**src/include/dpct_defs.vh**
```
`ifndef DPCT_DEFS_VH
`define DPCT_DEFS_VH

// Register byte addresses
`define DPCT_ADDR_CTRL      12'h000
`define DPCT_ADDR_T0_LOAD   12'h004
`define DPCT_ADDR_T0_PRE    12'h008
`define DPCT_ADDR_T0_COUNT  12'h00C
`define DPCT_ADDR_T1_LOAD   12'h010
`define DPCT_ADDR_T1_PRE    12'h014
`define DPCT_ADDR_T1_COUNT  12'h018
`define DPCT_ADDR_STATUS    12'h01C

// Control register fields
`define DPCT_CTRL_T0_RUN    0
`define DPCT_CTRL_T0_CONT   1
`define DPCT_CTRL_T1_RUN    2
`define DPCT_CTRL_T1_CONT   3
`define DPCT_CTRL_T1_EXT    4
`define DPCT_CTRL_TIN_LO    5
`define DPCT_CTRL_TIN_HI    6
`define DPCT_CTRL_CASCADE   7
`define DPCT_CTRL_TOUT_EN   8
`define DPCT_CTRL_WIDTH     9

// Write-one command bits in the control register
`define DPCT_CMD_T0_RELOAD  16
`define DPCT_CMD_T1_RELOAD  17

// External input modes
`define DPCT_TIN_CLOCK      2'h0
`define DPCT_TIN_GATE       2'h1
`define DPCT_TIN_TRIG_NR    2'h2
`define DPCT_TIN_TRIG_R     2'h3

// Internal clock divided by four for timer one
`define DPCT_INT_DIV        2'h3

`endif

```
**src/rtl/dpct_sync.v**
```verilog
`timescale 1ns/1ps
`default_nettype none

module dpct_sync (
  input  wire ref_clk,
  input  wire rst,
  input  wire din,
  output reg  level,
  output wire rise
);

  reg s1;
  reg s2;
  reg s3;

  // Change counts once the second and third stages agree
  always @(posedge ref_clk)
  begin
    if (rst)
    begin
      s1    <= 1'b0;
      s2    <= 1'b0;
      s3    <= 1'b0;
      level <= 1'b0;
    end
    else
    begin
      s1 <= din;
      s2 <= s1;
      s3 <= s2;
      if (s2 == s3)
        level <= s3;
    end
  end

  assign rise = (s2 == s3) && s3 && !level;

endmodule
`default_nettype wire

```
**src/rtl/dpct_timer.v**
```verilog
`timescale 1ns/1ps
`default_nettype none

module dpct_timer (
  input  wire       ref_clk,
  input  wire       rst,
  input  wire       tick_in,
  input  wire       run,
  input  wire       cont,
  input  wire       reload,
  input  wire [7:0] load_val,
  input  wire [5:0] pre_val,
  output reg  [7:0] count,
  output reg        done
);

  reg [5:0] pre_cnt;
  reg       halted;
  wire      pre_tick;

  // Prescaler divides by pre_val+1, giving 1 through 64
  assign pre_tick = tick_in && (pre_cnt == 6'h00);

  always @(posedge ref_clk)
  begin
    done <= 1'b0;
    if (rst)
    begin
      pre_cnt <= 6'h00;
      count   <= 8'h00;
      halted  <= 1'b1;
    end
    else if (reload)
    begin
      // Load value 0 stands for a count of 256
      pre_cnt <= pre_val;
      count   <= load_val;
      halted  <= 1'b0;
    end
    // Halted flag tells a spent single pass from a fresh load of 0
    else if (run && tick_in && !halted)
    begin
      if (pre_cnt == 6'h00)
        pre_cnt <= pre_val;
      else
        pre_cnt <= pre_cnt - 6'h01;
      if (pre_tick)
      begin
        if (count == 8'h01)
        begin
          done   <= 1'b1;
          count  <= cont ? load_val : 8'h00;
          halted <= !cont;
        end
        else
          count <= count - 8'h01;
      end
    end
  end

endmodule
`default_nettype wire

```
**src/rtl/dpct_top.v**
```verilog
`timescale 1ns/1ps
`default_nettype none
`include "dpct_defs.vh"

// Function
// - Two 8-bit down-counters, each with its own 6-bit prescaler.
// - Timer zero uses internal clock only; timer one internal or external.
// - Prescalers divide their source by 1 through 64.
// - Counter decrements per prescaler tick; load spans 1 to 256.
// - End of count raises timer_zero_irq or timer_one_irq.
// - Software starts, stops, resumes and restarts from loaded value.
// - Single-pass halts at zero; modulo-n reloads and continues.
// - Counter reads never disturb count or mode; prescaler counters unreadable.
// - Timer one source is internal clock divided by four or external input.
// - External input acts as clock, retrigger, non-retrigger trigger, or gate.
// - Timer zero output can cascade into timer one input.
// - Timer one uses port3_line1 input and port3_line6 output.
module dpct_top (
  input  wire        ref_clk,
  input  wire        rst,
  input  wire [31:0] haddr,
  input  wire [1:0]  htrans,
  input  wire        hwrite,
  input  wire [2:0]  hsize,
  input  wire [31:0] hwdata,
  input  wire        hsel,
  input  wire        hready,
  output reg  [31:0] hrdata,
  output wire        hreadyout,
  output wire        hresp,
  input  wire        port3_line1,
  output reg         port3_line6,
  output reg         timer_zero_irq,
  output reg         timer_one_irq
);

  reg  [`DPCT_CTRL_WIDTH-1:0] ctrl;
  reg  [7:0]  t0_load;
  reg  [5:0]  t0_pre;
  reg  [7:0]  t1_load;
  reg  [5:0]  t1_pre;
  reg         t0_reload;
  reg         t1_reload;
  reg         wr_pend;
  reg  [11:0] wr_addr;
  reg  [1:0]  int_div;
  reg         trig_armed;
  wire [7:0]  t0_count;
  wire [7:0]  t1_count;
  wire        t0_done;
  wire        t1_done;
  wire        tin_level;
  wire        tin_rise;
  wire        addr_ok;
  wire        int_tick;
  wire [1:0]  tin_mode;
  reg         t1_tick;
  reg         t1_run;

  assign hreadyout = 1'b1;
  assign hresp     = 1'b0;
  assign addr_ok   = hsel && hready && htrans[1];
  assign tin_mode  = ctrl[`DPCT_CTRL_TIN_HI:`DPCT_CTRL_TIN_LO];

  // Address phase capture; write data lands in the following cycle
  always @(posedge ref_clk)
  begin
    if (rst)
    begin
      wr_pend <= 1'b0;
      wr_addr <= 12'h000;
    end
    else if (hready)
    begin
      wr_pend <= addr_ok && hwrite;
      wr_addr <= haddr[11:0];
    end
  end

  always @(posedge ref_clk)
  begin
    t0_reload <= 1'b0;
    t1_reload <= 1'b0;
    if (rst)
    begin
      ctrl    <= {`DPCT_CTRL_WIDTH{1'b0}};
      t0_load <= 8'h00;
      t0_pre  <= 6'h00;
      t1_load <= 8'h00;
      t1_pre  <= 6'h00;
    end
    else if (wr_pend)
    begin
      case (wr_addr)
        `DPCT_ADDR_CTRL:
        begin
          ctrl      <= hwdata[`DPCT_CTRL_WIDTH-1:0];
          t0_reload <= hwdata[`DPCT_CMD_T0_RELOAD];
          t1_reload <= hwdata[`DPCT_CMD_T1_RELOAD];
        end
        `DPCT_ADDR_T0_LOAD: t0_load <= hwdata[7:0];
        `DPCT_ADDR_T0_PRE:  t0_pre  <= hwdata[5:0];
        `DPCT_ADDR_T1_LOAD: t1_load <= hwdata[7:0];
        `DPCT_ADDR_T1_PRE:  t1_pre  <= hwdata[5:0];
        default:
        begin
        end
      endcase
    end
  end

  // Reads are side-effect free; prescaler counters are not mapped
  always @(posedge ref_clk)
  begin
    if (rst)
      hrdata <= 32'h00000000;
    else if (addr_ok && !hwrite)
    begin
      case (haddr[11:0])
        `DPCT_ADDR_CTRL:     hrdata <= {23'h000000, ctrl};
        `DPCT_ADDR_T0_LOAD:  hrdata <= {24'h000000, t0_load};
        `DPCT_ADDR_T0_PRE:   hrdata <= {26'h0000000, t0_pre};
        `DPCT_ADDR_T0_COUNT: hrdata <= {24'h000000, t0_count};
        `DPCT_ADDR_T1_LOAD:  hrdata <= {24'h000000, t1_load};
        `DPCT_ADDR_T1_PRE:   hrdata <= {26'h0000000, t1_pre};
        `DPCT_ADDR_T1_COUNT: hrdata <= {24'h000000, t1_count};
        `DPCT_ADDR_STATUS:   hrdata <= {29'h00000000, trig_armed, tin_level, port3_line6};
        default:             hrdata <= 32'h00000000;
      endcase
    end
  end

  // Internal clock divided by four for timer one
  always @(posedge ref_clk)
  begin
    if (rst)
      int_div <= 2'h0;
    else
      int_div <= int_div + 2'h1;
  end
  assign int_tick = (int_div == `DPCT_INT_DIV);

  // Pin input crosses into ref_clk before any edge logic
  dpct_sync u_tin_sync (
    .ref_clk (ref_clk),
    .rst     (rst),
    .din     (port3_line1),
    .level   (tin_level),
    .rise    (tin_rise)
  );

  // Trigger modes: a rising edge arms timer one; retrigger reloads it
  always @(posedge ref_clk)
  begin
    if (rst || t1_reload || !ctrl[`DPCT_CTRL_T1_RUN])
      trig_armed <= 1'b0;
    else if (t1_done && !ctrl[`DPCT_CTRL_T1_CONT])
      trig_armed <= 1'b0;
    else if (tin_rise)
      trig_armed <= 1'b1;
  end

  always @*
  begin
    t1_tick = int_tick;
    t1_run  = ctrl[`DPCT_CTRL_T1_RUN];
    if (ctrl[`DPCT_CTRL_CASCADE])
      t1_tick = t0_done;
    else if (ctrl[`DPCT_CTRL_T1_EXT])
    begin
      case (tin_mode)
        `DPCT_TIN_CLOCK:   t1_tick = tin_rise;
        `DPCT_TIN_GATE:    t1_run  = t1_run && tin_level;
        `DPCT_TIN_TRIG_NR: t1_run  = t1_run && trig_armed;
        `DPCT_TIN_TRIG_R:  t1_run  = t1_run && trig_armed;
        default:           t1_tick = int_tick;
      endcase
    end
  end

  // Retrigger restarts from the loaded value; non-retrigger ignores later edges
  wire t1_retrig = ctrl[`DPCT_CTRL_T1_EXT] && !ctrl[`DPCT_CTRL_CASCADE]
                   && (tin_mode == `DPCT_TIN_TRIG_R) && tin_rise && trig_armed;

  dpct_timer u_timer_zero (
    .ref_clk  (ref_clk),
    .rst      (rst),
    .tick_in  (1'b1),
    .run      (ctrl[`DPCT_CTRL_T0_RUN]),
    .cont     (ctrl[`DPCT_CTRL_T0_CONT]),
    .reload   (t0_reload),
    .load_val (t0_load),
    .pre_val  (t0_pre),
    .count    (t0_count),
    .done     (t0_done)
  );

  dpct_timer u_timer_one (
    .ref_clk  (ref_clk),
    .rst      (rst),
    .tick_in  (t1_tick),
    .run      (t1_run),
    .cont     (ctrl[`DPCT_CTRL_T1_CONT]),
    .reload   (t1_reload || t1_retrig),
    .load_val (t1_load),
    .pre_val  (t1_pre),
    .count    (t1_count),
    .done     (t1_done)
  );

  always @(posedge ref_clk)
  begin
    if (rst)
    begin
      timer_zero_irq <= 1'b0;
      timer_one_irq  <= 1'b0;
      port3_line6    <= 1'b0;
    end
    else
    begin
      timer_zero_irq <= t0_done;
      timer_one_irq  <= t1_done;
      if (t1_done && ctrl[`DPCT_CTRL_TOUT_EN])
        port3_line6 <= !port3_line6;
    end
  end

endmodule
`default_nettype wire

```
**config.mk**
```make
export PLATFORM = sky130hd
export DESIGN_NAME = dpct_top
export DESIGN_NICKNAME = d
export VERILOG_FILES = /design/src/rtl/dpct_sync.v /design/src/rtl/dpct_timer.v /design/src/rtl/dpct_top.v
export VERILOG_INCLUDE_DIRS = /design/src /design/src/include
export SDC_FILE = /design/constraint.sdc
export NUM_CORES = 1
export LEC_CHECK = 0
export BUFFER_PORTS_ARGS = -buffer_cell sky130_fd_sc_hd__buf_2
export CAP_MARGIN = 20
export CORE_AREA = 2 2 101 103
export DETAILED_ROUTE_END_ITERATION = 8
export DIE_AREA = 0 0 103 105
export PLACE_DENSITY = 0.88
export RECOVER_POWER = 25
export SLEW_MARGIN = 25
export SYNTH_ARGS = -nofsm -noshare
export SYNTH_HDL_FRONTEND = slang
export SYNTH_SLANG_ARGS = --single-unit
```
**constraint.sdc**
```tcl
create_clock -name ref_clk -period 2.4 [get_ports ref_clk]
set_input_delay 0.12 -clock ref_clk [delete_from_list [all_inputs] [get_ports ref_clk]]
set_output_delay 0.12 -clock ref_clk [all_outputs]
set_load 0.05 [all_outputs]
```
-- Word-level counts from Yosys, hierarchy flattened
Cells that the tools add are included.
- divide/modulo/power cells: 0
- shift-type cells: 0
- $add $sub $neg: 5
- multipliers: 0
- bitwise operators: 6
- order comparisons: 0
- equality and inequality tests: 18
- reductions and logical operators: 55
- multiplexer cells: 33
- operators with widths (kind ; count):
    8-bit 2-to-1 mux ; 10
    12-bit by 5-bit == test with 1-bit output (second input constant) ; 6
    9-bit case mux with 8 select lines ; 1
    12-bit by 4-bit == test with 1-bit output (second input constant) ; 3
    6-bit 2-to-1 mux ; 6
    12-bit by 3-bit == test with 1-bit output (second input constant) ; 2
    12-bit logical NOT ; 2
    1-bit logical AND ; 18
    8-bit by 1-bit == test with 1-bit output (second input constant) ; 2
    8-bit by 1-bit subtractor with 8-bit output (second input constant) ; 2
    1-bit 2-to-1 mux ; 15
    2-bit AND reduction ; 7
    6-bit logical NOT ; 2
    2-bit nonzero test ; 6
    6-bit by 1-bit subtractor with 6-bit output (second input constant) ; 2
    1-bit logical NOT ; 9
    4-bit OR reduction ; 2
    2-bit == test (second input constant) ; 3
    1-bit inverter ; 6
    3-bit AND reduction ; 2
    2-bit OR reduction ; 2
    1-bit logical OR ; 3
    3-bit OR reduction ; 1
    2-bit by 1-bit adder with 2-bit output (second input constant) ; 1
    other kinds (4) ; 4
- bits in latches: 0
- bits of input ports: 75
- memories: 0
- RAM bits: 0
- bits in read-only memories: 0
- output and inout port bits: 37
- bits in registers: 126

-- Logic depth before layout (Yosys ltp)
- depth after elaboration: 10
- gate-level depth with buffers: 8
- gate-level depth less buffers: 7

-- By module
Synthesis repeated with hierarchy kept, for this count alone.
- cell total of the unflattened synthesis: 567
- area total of the unflattened synthesis: 5363.9 um2
- modules (own cells, without submodules) (module ; cells each ; area an instance (um2) ; times used):
    dpct_top ; 310 ; 3170.5 ; 1
    dpct_timer ; 123 ; 1031.0 ; 2
    dpct_sync ; 11 ; 131.4 ; 1

-- Worst setup path after synthesis
OpenSTA, ideal clock, no wires.
- kind: flip-flop to flip-flop
- start: register u_timer_one.pre_cnt[0]
- end: register u_timer_one.count[0]
- arrival: 1770 ps
- library setup time: 137 ps
- cell stages (with the launch flop): 8
- required time: 2263 ps
- slack: 493 ps
- path buffers: 0
- cells stage by stage: dfxtp_1 inv_1 ha_1 or3b_1 nor3_1 nor2_1 nor2_1 a211oi_1
- longest elaborated chain between the ends: 4
- ends and longest elaborated chain (what ; RTL line ; text):
    start, declared ; dpct_timer.v:17 ; reg [5:0] pre_cnt;
    start signal, assigned ; dpct_timer.v:36 ; pre_cnt <= pre_val;
    start signal, assigned ; dpct_timer.v:44 ; pre_cnt <= pre_val;
    start signal, assigned ; dpct_timer.v:46 ; pre_cnt <= pre_cnt - 6'h01;
    6-bit logical NOT ; dpct_timer.v:22 ; assign pre_tick = tick_in && (pre_cnt == 6'h00);
    1-bit logical AND ; dpct_timer.v:22 ;
    2-bit nonzero test (no source line) ; - ;
    2-bit AND reduction (no source line) ; - ;
    end signal, assigned ; dpct_timer.v:37 ; count <= load_val;
    end signal, assigned ; dpct_timer.v:52 ; count <= cont ? load_val : 8'h00;
    end signal, assigned ; dpct_timer.v:56 ; count <= count - 8'h01;
    end, declared ; dpct_timer.v:13 ; output reg [7:0] count,
Every way passes these cells.
A chain may end at the register's enable or synchronous reset.

-- Worst setup path in the final report
- start: register u_timer_one.pre_cnt[0]
- end: register u_timer_one.pre_cnt[3]
- longest elaborated chain between the ends: 4
- ends and longest elaborated chain (what ; RTL line ; text):
    6-bit by 1-bit subtractor with 6-bit output or 6-bit logical NOT (tied branches) ; dpct_timer.v:46, dpct_timer.v:43 ;
    6-bit 2-to-1 mux * ; dpct_timer.v:43 ; if (pre_cnt == 6'h00)
    6-bit 2-to-1 mux * ; dpct_timer.v:41 ; else if (run && tick_in && !halted)
    6-bit 2-to-1 mux * ; dpct_timer.v:33 ; else if (reload)
Every way passes the cells marked *; elsewhere a longest branch is shown, timed or not. The select of a mux whose other input is x is not followed.

==> results.py <==
metrics = {
    "pwr": {
        "total_leakage_power_nw": 2.25,
        "p_int_w": 0.00229,
        "p_comb_share_pct": 8.5,
        "vdd_drop_max_uv": 368,
        "pwr-share-seq_pct": 55.2,
        "p_switching_w": 0.000866,
        "p_clk_share_pct": 36.4,
        "sw_frac_of_total_pct": 27.4,
        "pwr_density_cell_nw_per_um2": 547,
    },
    "global_route": {
        "grt_pass1_wl_mm": 21.9,
        "grt_pass1_vias": 4480,
        "antenna_found_initial": 0,
        "grt_max_degree": 96,
        "grt-ovfl-total": 0,
        "grt.total_usage_pct": 26.0,
    },
    "placed_design": {
        "dpl.hpwl_mm": 9.61,
        "port_buffers": 41,
        "dp_slack_ps": 199,
        "dpl_cell_area_sq_um": 5520,
        "place_congestion": 0.936,
    },
    "setup_path": {
        "cp_cell_sequence": "inv_1, ha_1, or3b_1, or3_1, nand2_1, o21ai_0, a32o_1",
        "critPathBufInv": 1,
        "crit_path_top_delay_cell": "or3_1",
        "endpoint_kind": "register",
        "cp.arrival_ps": 2510,
        "crit_fanout": 12,
        "cp-start-kind": "register",
        "worstSetupPathType": "register to register",
        "cpPeakStageDelay_ps": 370,
        "cp_top_family": "simple AND/OR/NAND/NOR gates",
        "crit_required_ps": 2670,
    },
    "clock_tree": {
        "clk_latency_ps": 390,
        "root_buffer": "clkbuf_8",
        "ctsHtreeMaxLevel": 3,
        "cts_setup_buffers": 0,
        "clock_sinks": 103,
        "numCtsBuffers": 9,
        "cts.reportedPaths.clkPinSlew_ps": 100,
        "cts_buffer_depth": 2,
        "ctsResizeCount": 0,
        "cts_tree": "done",
    },
    "timing": {
        "fmaxAchievable_ghz": 0.447,
        "rsz0062_at_grt": "false",
        "final.period_utilization_pct": 93.2,
        "maxSlewHeadroom_pct": 60.2,
        "final_hold_viol_count": 0,
        "setup_viol": 0,
        "worst_slew_pin_slew_ps": 600,
        "slew_viol_final": 0,
        "final.setup.tns_ps": 0,
        "layout_min_cycle_time_ps": 2240,
        "skew_ps": 12.9,
        "worst_slack_ps": 163,
    },
    "logic_synthesis": {
        "synthArstFlopShare_pct": 0,
        "syn_area_sq_um": 5270,
        "ys_ff_latch": 103,
        "synth_edf_count": 0,
        "synth_area_leaders": "dfxtp_1 39%, mux2i_1 9.3%, nor2_1 4.8%",
        "seq_area_frac_synth_pct": 39.2,
        "synth_warnings": 0,
        "synth_most_common_cell": "dfxtp_1",
        "netlist_top_cells_count": "103 x dfxtp_1, 67 x nor2_1, 49 x mux2i_1, 40 x a21oi_1, 40 x nand2_1",
        "synth_top_area_share_pct": 39.2,
        "syn_area_per_cell_sq_um": 8.94,
        "yosysUniqueCellTypes": 64,
        "synth_flop_cell": "dfxtp_1",
        "synth_top_area_cell": "dfxtp_1",
        "postSynthCellCount": 589,
    },
    "cells_and_area": {
        "synthToLayoutAreaGrowth_pct": 9.74,
        "nNetsFinal": 711,
        "drive_above_1_share_pct": 13.5,
        "final_core_util_pct": 59.9,
        "insertedDiodeCount": 0,
        "final_area_sq_um": 5780,
    },
    "detailed_routing": {
        "avgViaCountPerCell": 6.07,
        "drt-initial-drc-count": 417,
        "wl_met3_microns": 993,
        "drc": 0,
        "final_antenna_net_count": 0,
        "wl_met1_mm": 5.67,
        "firstDrtPassIters": 5,
        "detail_route.wl_per_cell_microns": 17.8,
        "highest_layer": "met4",
        "dr_wl_met2_mm": 6.42,
        "dr_total_vias": 4636,
        "routed_wl_mm": 13.6,
    },
    "hold_path": {
        "min_path_type": "input port to register",
    },
    "floorplan": {
        "design.portCount": 112,
        "placementRows": 36,
        "initial_utilization_pct": 54.6,
        "dieArea_sq_um": 10800,
        "die_h_microns": 105,
        "chipWidth_microns": 103,
        "core_sq_um": 9640,
    },
    "job": {
        "cap_violations": 0,
    },
    "outcome": {
        "status": "finished clean",
    },
}
[repair_timing]
item                                    4_1_cts  5_1_grt
endpoints found under the hold margin         6        0
hold buffers                                  6        0
endpoints found under the setup margin        0        0
[state kept, by name (all words and copies together), names as in the netlist, 2 cells and up]
register	flops
ctrl	9
hrdata	9
int_div	2
t0_load	8
t0_pre	6
t1_load	8
t1_pre	6
u_timer_one.count	8
u_timer_one.pre_cnt	6
u_timer_zero.count	8
u_timer_zero.pre_cnt	6
wr_addr	12
[power by group through the flow]
| stage | combinational (W) | sequential (W) | clock, W |
|---|---|---|---|
| 3_3_place_gp | 0.000250 | 0.00178 | 0 |
| 4_1_cts | 0.000265 | 0.00174 | 0.00116 |
| 3_5_place_dp | 0.000256 | 0.00178 | 0 |
| 2_1_floorplan | 0.000224 | 0.00178 | 0 |
| 6_report | 0.000268 | 0.00174 | 0.00115 |
| 5_1_grt | 0.000286 | 0.00175 | 0.00123 |
[tightest hold or removal path: stages]
cell and delay (ps):
buf_2 90, mux2i_1 70, nor2_1 70
[routing by layer]
metal	GRT usage (%)	up-vias
met5	0	-
met4	11.7	0
met3	3.75	45
met2	41.8	219
met1	34.2	2220
li1	-	2152
[layout make-up]
| type | instances | area [sq um] |
|---|---|---|
| sequential | 103 | 2060 |
| clock buffer | 9 | 124 |
| fill | 836 | 3860 |
| inverter | 21 | 78.8 |
| clock inverter | 7 | 80.1 |
| multi-input combinational | 432 | 2910 |
| timing repair buffer | 59 | 359 |
| tap | 133 | 166 |
[logic make-up (layout without fill, tap and decap cells)]
family	after synthesis	count (layout)	share of synthesized area, %
other	2	25	0.143
adders and majority gates	10	10	2.38
AOI/OAI and AO/OA	127	127	16.6
and+or+nand+nor	200	200	19.9
muxes	61	61	13.0
xor gates and xnor gates	9	9	1.50
DFF	103	103	39.2
buffers and inverters	77	96	7.37
[worst paths after layout]
path / from / endpoint / cells after the start / slack, ps
min: haddr[5] / wr_addr[5]$_SDFFE_PP0P_ / 3 / 7
max: u_timer_one.pre_cnt[0]$_SDFFE_PP0P_ / u_timer_one.pre_cnt[3]$_SDFFE_PP0P_ / 7 / 160
min reg2reg: int_div[0]$_SDFF_PP0_ / int_div[0]$_SDFF_PP0_ / 1 / 430
max reg2reg: u_timer_one.pre_cnt[0]$_SDFFE_PP0P_ / u_timer_one.pre_cnt[3]$_SDFFE_PP0P_ / 7 / 160
[through the flow]
step,total power [W],std cells,hold slack [ps]
floorplan,0.00200,612,248
global placement,0.00203,742,345
detailed placement,0.00204,742,341
CTS,0.00317,764,2.73
global route,0.00326,764,5.06
finish,0.00316,764,6.89
[cells in the final DEF, fill, tap and decap left out, drive strengths merged, types with 5 or more instances in the layout]
cell         netlist  layout
nor4              10      10
a22oi             15      15
buf               34      46
nor4b              5       5
dlygate4sd3        0       6
or3                7       7
mux4               5       5
conb               2      25
nor3              16      16
a211oi             9       9
nor2b             10      10
a221oi             5       5
nand2             40      40
inv               20      22
mux2               7       7
nand2b             5       5
dfxtp            103     103
xor2               7       7
nand3             12      12
nor2              67      67
clkbuf            22      16
mux2i             49      49
o21ai             19      19
nor3b              7       7
a21oi             40      40
ha                10      10
or4                7       7
o32ai              6       6
(Power assumes the default switching activity.)
